===== config.mk =====
export PLATFORM = sky130hd
export DESIGN_NAME = ranging_trigger_ctrl
export DESIGN_NICKNAME = d
export VERILOG_FILES = /design/src/shared/ranging_pkg.sv /design/src/design/ranging_trigger_ctrl.sv
export SDC_FILE = /design/constraint.sdc
export NUM_CORES = 1
export LEC_CHECK = 0
export ABC_CLOCK_PERIOD_IN_PS = 4000
export BUFFER_PORTS_ARGS = -buffer_cell sky130_fd_sc_hd__clkbuf_2
export CORE_MARGIN = 3
export CORE_UTILIZATION = 35
export CTS_CLUSTER_SIZE = 25
export DETAILED_ROUTE_END_ITERATION = 10
export SYNTH_ARGS = -nofsm -noshare
export SYNTH_HDL_FRONTEND = slang
export SYNTH_SLANG_ARGS = --single-unit

===== constraint.sdc =====
create_clock -name CORE_CLK -period 4 [get_ports CORE_CLK]
set_input_delay 0 -clock CORE_CLK [delete_from_list [all_inputs] [get_ports CORE_CLK]]
set_output_delay 0 -clock CORE_CLK [all_outputs]
set_load 0.01 [all_outputs]

===== src/shared/ranging_pkg.sv =====
// Constants and types of the ranging measurement trigger control block
package ranging_pkg;

  // ----------------------------------------------------------------------
  // Register port
  // ----------------------------------------------------------------------
  localparam int ADDR_W = 5;
  localparam int DATA_W = 16;

  localparam logic [ADDR_W-1:0] OFS_CTRL       = 5'h00;
  localparam logic [ADDR_W-1:0] OFS_RATE       = 5'h04;
  localparam logic [ADDR_W-1:0] OFS_RANGE      = 5'h08;
  localparam logic [ADDR_W-1:0] OFS_TRIGGER    = 5'h0c;
  localparam logic [ADDR_W-1:0] OFS_STATUS     = 5'h10;
  localparam logic [ADDR_W-1:0] OFS_IRQ_STATUS = 5'h14;
  localparam logic [ADDR_W-1:0] OFS_IRQ_MASK   = 5'h18;
  localparam logic [ADDR_W-1:0] OFS_COUNT      = 5'h1c;

  // ----------------------------------------------------------------------
  // Modes, states and field layouts
  // ----------------------------------------------------------------------
  typedef enum logic [1:0] {
    MODE_OFF  = 2'b00,
    MODE_FREE = 2'b01,
    MODE_HW   = 2'b10,
    MODE_SW   = 2'b11
  } mode_t;

  typedef enum logic [2:0] {
    ST_IDLE   = 3'b000,
    ST_DELAY  = 3'b001,
    ST_TX     = 3'b010,
    ST_LISTEN = 3'b011,
    ST_NOTIFY = 3'b100
  } meas_state_t;

  // Control word: bits [1:0] mode, 2 trigger pin, 3 ready pin, 4 ext ref
  typedef struct packed {
    logic  ext_ref;
    logic  rdy_sel;
    logic  trig_sel;
    mode_t mode;
  } ctrl_t;

  localparam int CTRL_W      = 5;
  localparam int TRIGGER_BIT = 0;

  localparam int IRQ_W         = 3;
  localparam int IRQ_DONE      = 0;
  localparam int IRQ_TRIG_LOST = 1;
  localparam int IRQ_OVERRUN   = 2;

  // ----------------------------------------------------------------------
  // Reset values
  // ----------------------------------------------------------------------
  localparam logic [CTRL_W-1:0] CTRL_RESET  = 5'h00;
  localparam logic [DATA_W-1:0] RATE_RESET  = 16'h0bb8;
  localparam logic [DATA_W-1:0] RANGE_RESET = 16'h07d0;
  localparam logic [IRQ_W-1:0]  MASK_RESET  = 3'h0;

  // ----------------------------------------------------------------------
  // Timing
  // ----------------------------------------------------------------------
  localparam int CLK_MHZ          = 100;
  localparam int CLK_HZ           = CLK_MHZ * 1000000;
  localparam int SLOW_REF_HZ      = 30000;
  localparam int SLOW_DIV_CYC     = CLK_HZ / SLOW_REF_HZ;
  localparam int TRIG_LATENCY_NS  = 200;
  localparam int TRIG_LATENCY_CYC = (TRIG_LATENCY_NS * CLK_MHZ + 999) / 1000;
  localparam int TX_BURST_NS      = 100000;
  localparam int TX_BURST_CYC     = (TX_BURST_NS * CLK_MHZ + 999) / 1000;
  localparam int READY_PULSE_NS   = 2000;
  localparam int READY_PULSE_CYC  = (READY_PULSE_NS * CLK_MHZ + 999) / 1000;
  localparam int SOUND_MM_PER_S   = 343000;
  // Round trip per millimetre of one-way range
  localparam int LISTEN_CYC_PER_MM = (2 * CLK_HZ) / SOUND_MM_PER_S;

  localparam int PHASE_W = 27;

endpackage : ranging_pkg

===== src/design/ranging_trigger_ctrl.sv =====
// Measurement sequencing and trigger / ready signalling of the transceiver
//
// Added by the designer: the strobed register port and the register addresses.
`timescale 1ns/1ps

// Function
// - Free-running mode self-starts at programmed slow-reference rate
// - Free-running mode drives a chosen event pin
// - Free-running mode pulses pin low per sample
// - Hardware mode idles until trigger low pulse
// - Start fixed cycles after trigger falling edge
// - Same pin both ways, or split pins
// - Software mode starts on host register write
// - Software mode pulses pin low when done
// - Range setting sets listen phase length
// - Range is one-way distance to target
module ranging_trigger_ctrl
  import ranging_pkg::*;
#(
  parameter int TX_CYCLES     = TX_BURST_CYC,
  parameter int LISTEN_PER_MM = LISTEN_CYC_PER_MM
) (
  // Clock and reset
  input  wire logic              CORE_CLK,
  input  wire logic              RESET,
  // Register port
  input  wire logic [ADDR_W-1:0] REG_ADDR,
  input  wire logic [DATA_W-1:0] REG_WDATA,
  input  wire logic              REG_WR,
  input  wire logic              REG_RD,
  output logic      [DATA_W-1:0] REG_RDATA,
  // Open-drain event pins, index 0 is pin a, 1 is pin b
  input  wire logic [1:0]        EVENT_PIN_IN,
  output logic      [1:0]        EVENT_PIN_OUT,
  output logic      [1:0]        EVENT_PIN_OE,
  // External slow reference clock, sampled
  input  wire logic              SLOW_REFERENCE_CLOCK,
  // Measurement phases to the transducer front end
  output logic                   TX_ENABLE,
  output logic                   RX_ENABLE,
  output logic                   MEAS_BUSY,
  // Interrupt
  output logic                   IRQ
);

  // ----------------------------------------------------------------------
  // Helpers
  // ----------------------------------------------------------------------
  function automatic logic pick(input logic [1:0] v, input logic sel);
    pick = sel ? v[1] : v[0];
  endfunction

  function automatic logic fell(input logic prev, input logic cur);
    fell = prev & ~cur;
  endfunction

  localparam logic [PHASE_W-1:0] LATENCY_LOAD =
    PHASE_W'(TRIG_LATENCY_CYC - 1);
  localparam logic [PHASE_W-1:0] TX_LOAD   = PHASE_W'(TX_CYCLES - 1);
  localparam logic [PHASE_W-1:0] READY_LOAD = PHASE_W'(READY_PULSE_CYC - 1);
  localparam logic [15:0] SLOW_DIV_LAST = 16'(SLOW_DIV_CYC - 1);
  localparam logic [10:0] PER_MM = 11'(LISTEN_PER_MM);

  // ----------------------------------------------------------------------
  // Registers and state
  // ----------------------------------------------------------------------
  ctrl_t              ctrl;
  logic [DATA_W-1:0]  rate;
  logic [DATA_W-1:0]  full_scale_range;
  logic [IRQ_W-1:0]   irq_status;
  logic [IRQ_W-1:0]   irq_mask;
  logic [DATA_W-1:0]  sample_count;

  meas_state_t        state;
  meas_state_t        next_state;
  logic [PHASE_W-1:0] phase_cnt;
  logic               phase_done;
  ctrl_t              run_cfg;

  logic [1:0]         pin_meta;
  logic [1:0]         pin_sync;
  logic [1:0]         pin_prev;
  logic               ref_meta;
  logic               ref_sync;
  logic               ref_prev;

  logic [15:0]        div_cnt;
  logic               int_tick;
  logic               slow_tick;
  logic [DATA_W-1:0]  rate_cnt;
  logic               free_fire;
  logic               hw_fire;
  logic               sw_fire;
  logic               start;
  logic               idle;
  logic               wr_trigger;
  logic [IRQ_W-1:0]   irq_set;
  logic [IRQ_W-1:0]   irq_clr;
  logic [PHASE_W-1:0] listen_load;

  // ----------------------------------------------------------------------
  // Input synchronisers
  // ----------------------------------------------------------------------
  always_ff @(posedge CORE_CLK) begin
    if (RESET) begin
      pin_meta <= 2'h3;
      pin_sync <= 2'h3;
      pin_prev <= 2'h3;
    end else begin
      pin_meta <= EVENT_PIN_IN;
      pin_sync <= pin_meta;
      pin_prev <= pin_sync;
    end
  end

  always_ff @(posedge CORE_CLK) begin
    if (RESET) begin
      ref_meta <= 1'b0;
      ref_sync <= 1'b0;
      ref_prev <= 1'b0;
    end else begin
      ref_meta <= SLOW_REFERENCE_CLOCK;
      ref_sync <= ref_meta;
      ref_prev <= ref_sync;
    end
  end

  // ----------------------------------------------------------------------
  // Slow reference and free-running pacing
  // ----------------------------------------------------------------------
  always_ff @(posedge CORE_CLK) begin
    if (RESET) begin
      div_cnt  <= 16'h0000;
      int_tick <= 1'b0;
    end else begin
      int_tick <= (div_cnt == SLOW_DIV_LAST);
      div_cnt  <= (div_cnt == SLOW_DIV_LAST) ? 16'h0000 : div_cnt + 16'h0001;
    end
  end

  // Rising edge of the external reference or the internal divider
  assign slow_tick = ctrl.ext_ref ? fell(ref_sync, ref_prev) : int_tick;

  always_ff @(posedge CORE_CLK) begin
    if (RESET) begin
      rate_cnt  <= 16'h0000;
      free_fire <= 1'b0;
    end else begin
      free_fire <= 1'b0;
      if (ctrl.mode != MODE_FREE) begin
        rate_cnt <= 16'h0000;
      end else if (slow_tick) begin
        if (rate_cnt + 16'h0001 >= rate) begin
          rate_cnt  <= 16'h0000;
          free_fire <= 1'b1;
        end else begin
          rate_cnt <= rate_cnt + 16'h0001;
        end
      end
    end
  end

  // ----------------------------------------------------------------------
  // Trigger sources
  // ----------------------------------------------------------------------
  // Falling edge on the selected pin only; own ready pulses fall in NOTIFY
  assign hw_fire = (ctrl.mode == MODE_HW)
                 & fell(pick(pin_prev, ctrl.trig_sel),
                        pick(pin_sync, ctrl.trig_sel));
  assign wr_trigger = REG_WR & (REG_ADDR == OFS_TRIGGER)
                    & REG_WDATA[TRIGGER_BIT];
  assign sw_fire = wr_trigger & (ctrl.mode == MODE_SW);
  assign idle    = (state == ST_IDLE);
  assign start   = idle & (free_fire | hw_fire | sw_fire);

  // ----------------------------------------------------------------------
  // Measurement sequencer
  // ----------------------------------------------------------------------
  assign phase_done  = (phase_cnt == '0);
  // One-way range doubled inside the per-millimetre figure
  assign listen_load = PHASE_W'(full_scale_range)
                     * PHASE_W'(PER_MM);

  always_comb begin
    next_state = state;
    unique case (state)
      ST_IDLE: begin
        if (start) begin
          next_state = ST_DELAY;
        end
      end
      ST_DELAY: begin
        if (phase_done) begin
          next_state = ST_TX;
        end
      end
      ST_TX: begin
        if (phase_done) begin
          next_state = ST_LISTEN;
        end
      end
      ST_LISTEN: begin
        if (phase_done) begin
          next_state = ST_NOTIFY;
        end
      end
      ST_NOTIFY: begin
        if (phase_done) begin
          next_state = ST_IDLE;
        end
      end
      default: begin
        next_state = ST_IDLE;
      end
    endcase
  end

  always_ff @(posedge CORE_CLK) begin
    if (RESET) begin
      state <= ST_IDLE;
    end else begin
      state <= next_state;
    end
  end

  always_ff @(posedge CORE_CLK) begin
    if (RESET) begin
      phase_cnt <= '0;
    end else if (state != next_state) begin
      unique case (next_state)
        ST_DELAY:  phase_cnt <= LATENCY_LOAD;
        ST_TX:     phase_cnt <= TX_LOAD;
        ST_LISTEN: phase_cnt <= listen_load;
        ST_NOTIFY: phase_cnt <= READY_LOAD;
        default:   phase_cnt <= '0;
      endcase
    end else if (!phase_done) begin
      phase_cnt <= phase_cnt - PHASE_W'(1);
    end
  end

  always_ff @(posedge CORE_CLK) begin
    if (RESET) begin
      run_cfg <= ctrl_t'(CTRL_RESET);
    end else if (start) begin
      run_cfg <= ctrl;
    end
  end

  // ----------------------------------------------------------------------
  // Outputs from flops
  // ----------------------------------------------------------------------
  always_ff @(posedge CORE_CLK) begin
    if (RESET) begin
      TX_ENABLE <= 1'b0;
      RX_ENABLE <= 1'b0;
      MEAS_BUSY <= 1'b0;
    end else begin
      TX_ENABLE <= (next_state == ST_TX);
      RX_ENABLE <= (next_state == ST_LISTEN);
      MEAS_BUSY <= (next_state != ST_IDLE);
    end
  end

  // Open drain: only ever pulls low, enabled during the ready pulse
  always_ff @(posedge CORE_CLK) begin
    if (RESET) begin
      EVENT_PIN_OUT <= 2'h0;
      EVENT_PIN_OE  <= 2'h0;
    end else begin
      EVENT_PIN_OUT <= 2'h0;
      EVENT_PIN_OE  <= '0;
      if (next_state == ST_NOTIFY) begin
        EVENT_PIN_OE[run_cfg.rdy_sel] <= 1'b1;
      end
    end
  end

  // ----------------------------------------------------------------------
  // Registers
  // ----------------------------------------------------------------------
  always_ff @(posedge CORE_CLK) begin
    if (RESET) begin
      ctrl             <= ctrl_t'(CTRL_RESET);
      rate             <= RATE_RESET;
      full_scale_range <= RANGE_RESET;
      irq_mask         <= MASK_RESET;
    end else if (REG_WR) begin
      unique case (REG_ADDR)
        OFS_CTRL:     ctrl             <= ctrl_t'(REG_WDATA[CTRL_W-1:0]);
        OFS_RATE:     rate             <= REG_WDATA;
        OFS_RANGE:    full_scale_range <= REG_WDATA;
        OFS_IRQ_MASK: irq_mask         <= REG_WDATA[IRQ_W-1:0];
        default: begin
        end
      endcase
    end
  end

  always_ff @(posedge CORE_CLK) begin
    if (RESET) begin
      sample_count <= 16'h0000;
    end else if (state == ST_LISTEN && phase_done) begin
      sample_count <= sample_count + 16'h0001;
    end
  end

  // ----------------------------------------------------------------------
  // Interrupt status, set wins over clear
  // ----------------------------------------------------------------------
  always_comb begin
    irq_set                = '0;
    irq_set[IRQ_DONE]      = (state == ST_LISTEN) & phase_done;
    irq_set[IRQ_TRIG_LOST] = ~idle & (hw_fire | sw_fire);
    irq_set[IRQ_OVERRUN]   = ~idle & free_fire;
    irq_clr = (REG_WR && REG_ADDR == OFS_IRQ_STATUS)
            ? REG_WDATA[IRQ_W-1:0] : '0;
  end

  always_ff @(posedge CORE_CLK) begin
    if (RESET) begin
      irq_status <= '0;
    end else begin
      irq_status <= (irq_status & ~irq_clr) | irq_set;
    end
  end

  always_ff @(posedge CORE_CLK) begin
    if (RESET) begin
      IRQ <= 1'b0;
    end else begin
      IRQ <= |(((irq_status & ~irq_clr) | irq_set) & irq_mask);
    end
  end

  // ----------------------------------------------------------------------
  // Read data, valid only in the cycle after the strobe
  // ----------------------------------------------------------------------
  always_ff @(posedge CORE_CLK) begin
    if (RESET) begin
      REG_RDATA <= '0;
    end else begin
      REG_RDATA <= '0;
      if (REG_RD) begin
        unique case (REG_ADDR)
          OFS_CTRL:       REG_RDATA <= DATA_W'(ctrl);
          OFS_RATE:       REG_RDATA <= rate;
          OFS_RANGE:      REG_RDATA <= full_scale_range;
          OFS_STATUS:     REG_RDATA <= {12'h000, ~idle, state};
          OFS_IRQ_STATUS: REG_RDATA <= DATA_W'(irq_status);
          OFS_IRQ_MASK:   REG_RDATA <= DATA_W'(irq_mask);
          OFS_COUNT:      REG_RDATA <= sample_count;
          default:        REG_RDATA <= '0;
        endcase
      end
    end
  end

endmodule // ranging_trigger_ctrl


==> reports/metrics.cfg <==
[sta]
relSlewSlack_pct = 32.3
setup_ws_ps = -201
period_needed_ps = 4200
tightest_slew_ps = 1020
finalCritPeriodShare_pct = 105
rsz0062_at_grt = yes
finalSetupViolCount = 11
clock_skew_ps = 15.9
hold_viol = 0
max_clock_freq_mhz = 238
slew_violations = 0

[route]
drt_iter0_drc = 667
avgViaCountPerCell = 5.20
drtAntennaViolNets = 0
routed_wl_mm = 27.9
drt-pass1-iter-count = 5
routedWlPerCell_um = 15.8
vias = 9174
drt_drc_violations_left = 0

[placement]
placed_area_um2 = 11600
port_buffers = 49
place_congestion = 0.871
hpwl_mm = 21.0

[global_routing]
grtUsageMet1_pct = 24.4
gr-usage-met3_pct = 3.06
antenna_found_initial = 0
grt_pass1_vias = 8934
grt_pass1_wl_mm = 45.3
grt_max_degree = 71
top_usage_layer = met2
grt_usage_pct = 17.8
gr-total-overflow = 0
grt_use_met2_pct = 28.6

[setup_path]
r2r_slack_ps = -200
reg2reg_to = phase_cnt[23]$_SDFFE_PP0P_
path_delay_family = adder cells
cp_slowest_cell = fa_1
end_kind = flop
critPathMaxStageDelay_ps = 530
setup.worst_path.start_class = flop
crit_chain = ha_4 -> ha_4 -> fa_1 -> fa_1 -> inv_2 -> fa_1 -> inv_2 -> ha_4 -> and3_4 -> and3_4 -> a221o_1 -> a211o_1 -> a21oi_2 -> xor2_1 -> o21ai_1
critPathArrivalTime_ps = 4510
crit_buf_inv = 2
cp_data_required_time_ps = 4310
endpoint = phase_cnt[23]$_SDFFE_PP0P_
cp_num_cells = 15
reg2reg_from = full_scale_range[9]$_SDFFE_PP1P_
critPathLaunch = full_scale_range[9]$_SDFFE_PP1P_
critPathMaxFanout = 4
rr_worst_depth = 15
worst-setup-path-type = flop to flop

[synth]
yosys_register_bits = 155
synth_edf_count = 0
synth_seq_area_share_pct = 30.0
async_reset_ff_share_pct = 0
syn_inst = 1242
ys.flop_type = dfxtp_1
yosys_warnings = 0
synth.avg_cell_area_um2 = 8.32
ys_types = 74
syn_area_um2 = 10300

[cells_and_area]
antenna_cells = 0
seqCellArea_um2 = 3130
final_cell_area_um2 = 12700
drive_above_1_share_pct = 18.5
multi_input_area_um2 = 7100
final_core_util_pct = 43.9
fill_cells = 2812
synthToLayoutAreaGrowth_pct = 22.8
fin_nets = 1543

[pwr]
power_mw = 4.94
irDropWorstVdd_v = 0.000264
powerDensity_nw_per_um2 = 389
leakage_nw = 5.43

[floorplanning]
start_util_pct = 35.7
die-area_um2 = 31600
num_io_pins = 52
dieWidth_um = 178
core_um2 = 28900
die_h_um = 178
num_rows = 62

[clock_tree]
cts.sinks = 155
clk_pin_slew_ps = 70
clk_latency_ps = 440
root_buffer = clkbuf_16
ctsLongestPathBuffers = 2
htreeDepth = 4
tritoncts = yes
numCtsBuffers = 17

[min_path]
hp-class = input port to flop

[outcome]
status = finished with violations
violations = setup timing

[run]
cap_violations = 0

## sequential cells by signal, indices dropped and copies added (netlist names), 5 cells and up
register / flops
sample_count: 16
div_cnt: 16
phase_cnt: 27
REG_RDATA: 16
ctrl: 5
rate_cnt: 16
rate: 16
full_scale_range: 16
## Yosys cell counts, types with 25 or more instances
| library cell | number | area [µm²] |
|---|---|---|
| inv_1 | 105 | 394 |
| nor3_1 | 25 | 125 |
| nor2_1 | 125 | 469 |
| nand3_1 | 43 | 215 |
| a21oi_1 | 96 | 480 |
| ha_1 | 117 | 1460 |
| dfxtp_1 | 155 | 3100 |
| fa_1 | 32 | 641 |
| xnor2_1 | 41 | 359 |
| o21ai_0 | 52 | 260 |
| nand2_1 | 151 | 567 |
| xor2_1 | 45 | 394 |
| clkbuf_1 | 35 | 131 |
## where the power goes
group | switching (mW) | total [mW] | leakage [nW] | internal, mW
Combinational | 0.830 | 1.53 | 3.90 | 0.696
Clock | 0.750 | 1.63 | 0.274 | 0.882
Sequential | 0.123 | 1.78 | 1.26 | 1.66
## layer usage
metal / vias up / routed length (µm)
met1: 4329 / 13200
li1: 4533 / -
met4: 0 / 548
met5: - / 0
met2: 268 / 12900
met3: 44 / 1230
## cell type report
| type | count | share of cell area [%] |
|---|---|---|
| clock buffers | 18 | 3.38 |
| multi-input cells | 942 | 55.9 |
| flip-flops and latches | 155 | 24.6 |
| well taps | 384 | 3.78 |
| clock inverters | 14 | 1.16 |
| repair buffers | 145 | 8.04 |
| inverters | 105 | 3.10 |
## kinds of logic after synthesis
group,after synthesis,synth area share [%]
multiplexers,10,1.00
AND/OR/NAND/NOR,442,20.3
XOR/XNOR,87,7.44
buffers and inverters,146,5.66
other,1,0.0363
adder cells (fa/ha/maj),149,20.4
AO/OA/AOI/OAI,252,15.2
flip-flops,155,30.0
## metrics by stage
step | worst slack (ps) | hold WS, ps | std cells | TNS [ps]
2_1_floorplan | -40.2 | 104 | 1243 | -51.2
3_3_place_gp | -147 | 186 | 1706 | -743
3_5_place_dp | -209 | 188 | 1706 | -1510
4_1_cts | -179 | 18.5 | 1762 | -1330
5_1_grt | -332 | 73.2 | 1763 | -2830
6_report | -201 | 43.0 | 1763 | -1450
## how the worst min path moves through the flow
stage	start	endpoint	slack (ps)	depth (start not counted)
after CTS	REG_WR	irq_mask[0]$_SDFFE_PP0P_	20	5
after detailed placement	EVENT_PIN_IN[0]	pin_meta[0]$_SDFF_PP1_	190	2
after floorplan	EVENT_PIN_IN[0]	pin_meta[0]$_SDFF_PP1_	100	1
after global placement	EVENT_PIN_IN[0]	pin_meta[0]$_SDFF_PP1_	190	2
after global routing	REG_ADDR[4]	REG_RDATA[3]$_SDFF_PP0_	70	2
final	REG_WR	irq_mask[0]$_SDFFE_PP0P_	40	5
## placed cells by master (no fill, tap or decap), types with 8 or more instances in the layout
cell type,count
dfxtp_1,144
a21oi_1,87
nor3_1,24
fa_1,32
dlygate4sd3_1,19
inv_1,100
o211ai_1,14
nor2b_1,8
xnor2_1,39
buf_4,75
or2_2,9
a21o_1,11
nor4_1,8
a22oi_1,18
nor2_1,125
clkbuf_2,49
o21ai_1,8
o21ai_0,41
and3_1,12
nand3_1,43
clkbuf_16,17
ha_4,24
nand4_1,14
ha_1,93
nand2_1,149
xor2_1,43
a21oi_2,8
## worst reg2reg max path, stage by stage (launching register included)
cell and delay, ps:
dfxtp_4 370, ha_4 250, ha_4 260, fa_1 440, fa_1 530, inv_2 40
fa_1 520, inv_2 50, ha_4 230, and3_4 180, and3_4 170, a221o_1 390
a211o_1 300, a21oi_2 130, xor2_1 150, o21ai_1 80
## repair_timing
| action | CTS | global route |
|---|---|---|
| hold endpoints to repair | 43 | 0 |
| resized for setup | 33 | 14 |
| pin swaps | 19 | 13 |
| setup endpoints to repair | 11 | 15 |
| setup buffers | 5 | 1 |
| hold buffers | 19 | 0 |
Note: power is estimated with default switching activity, not from simulation.
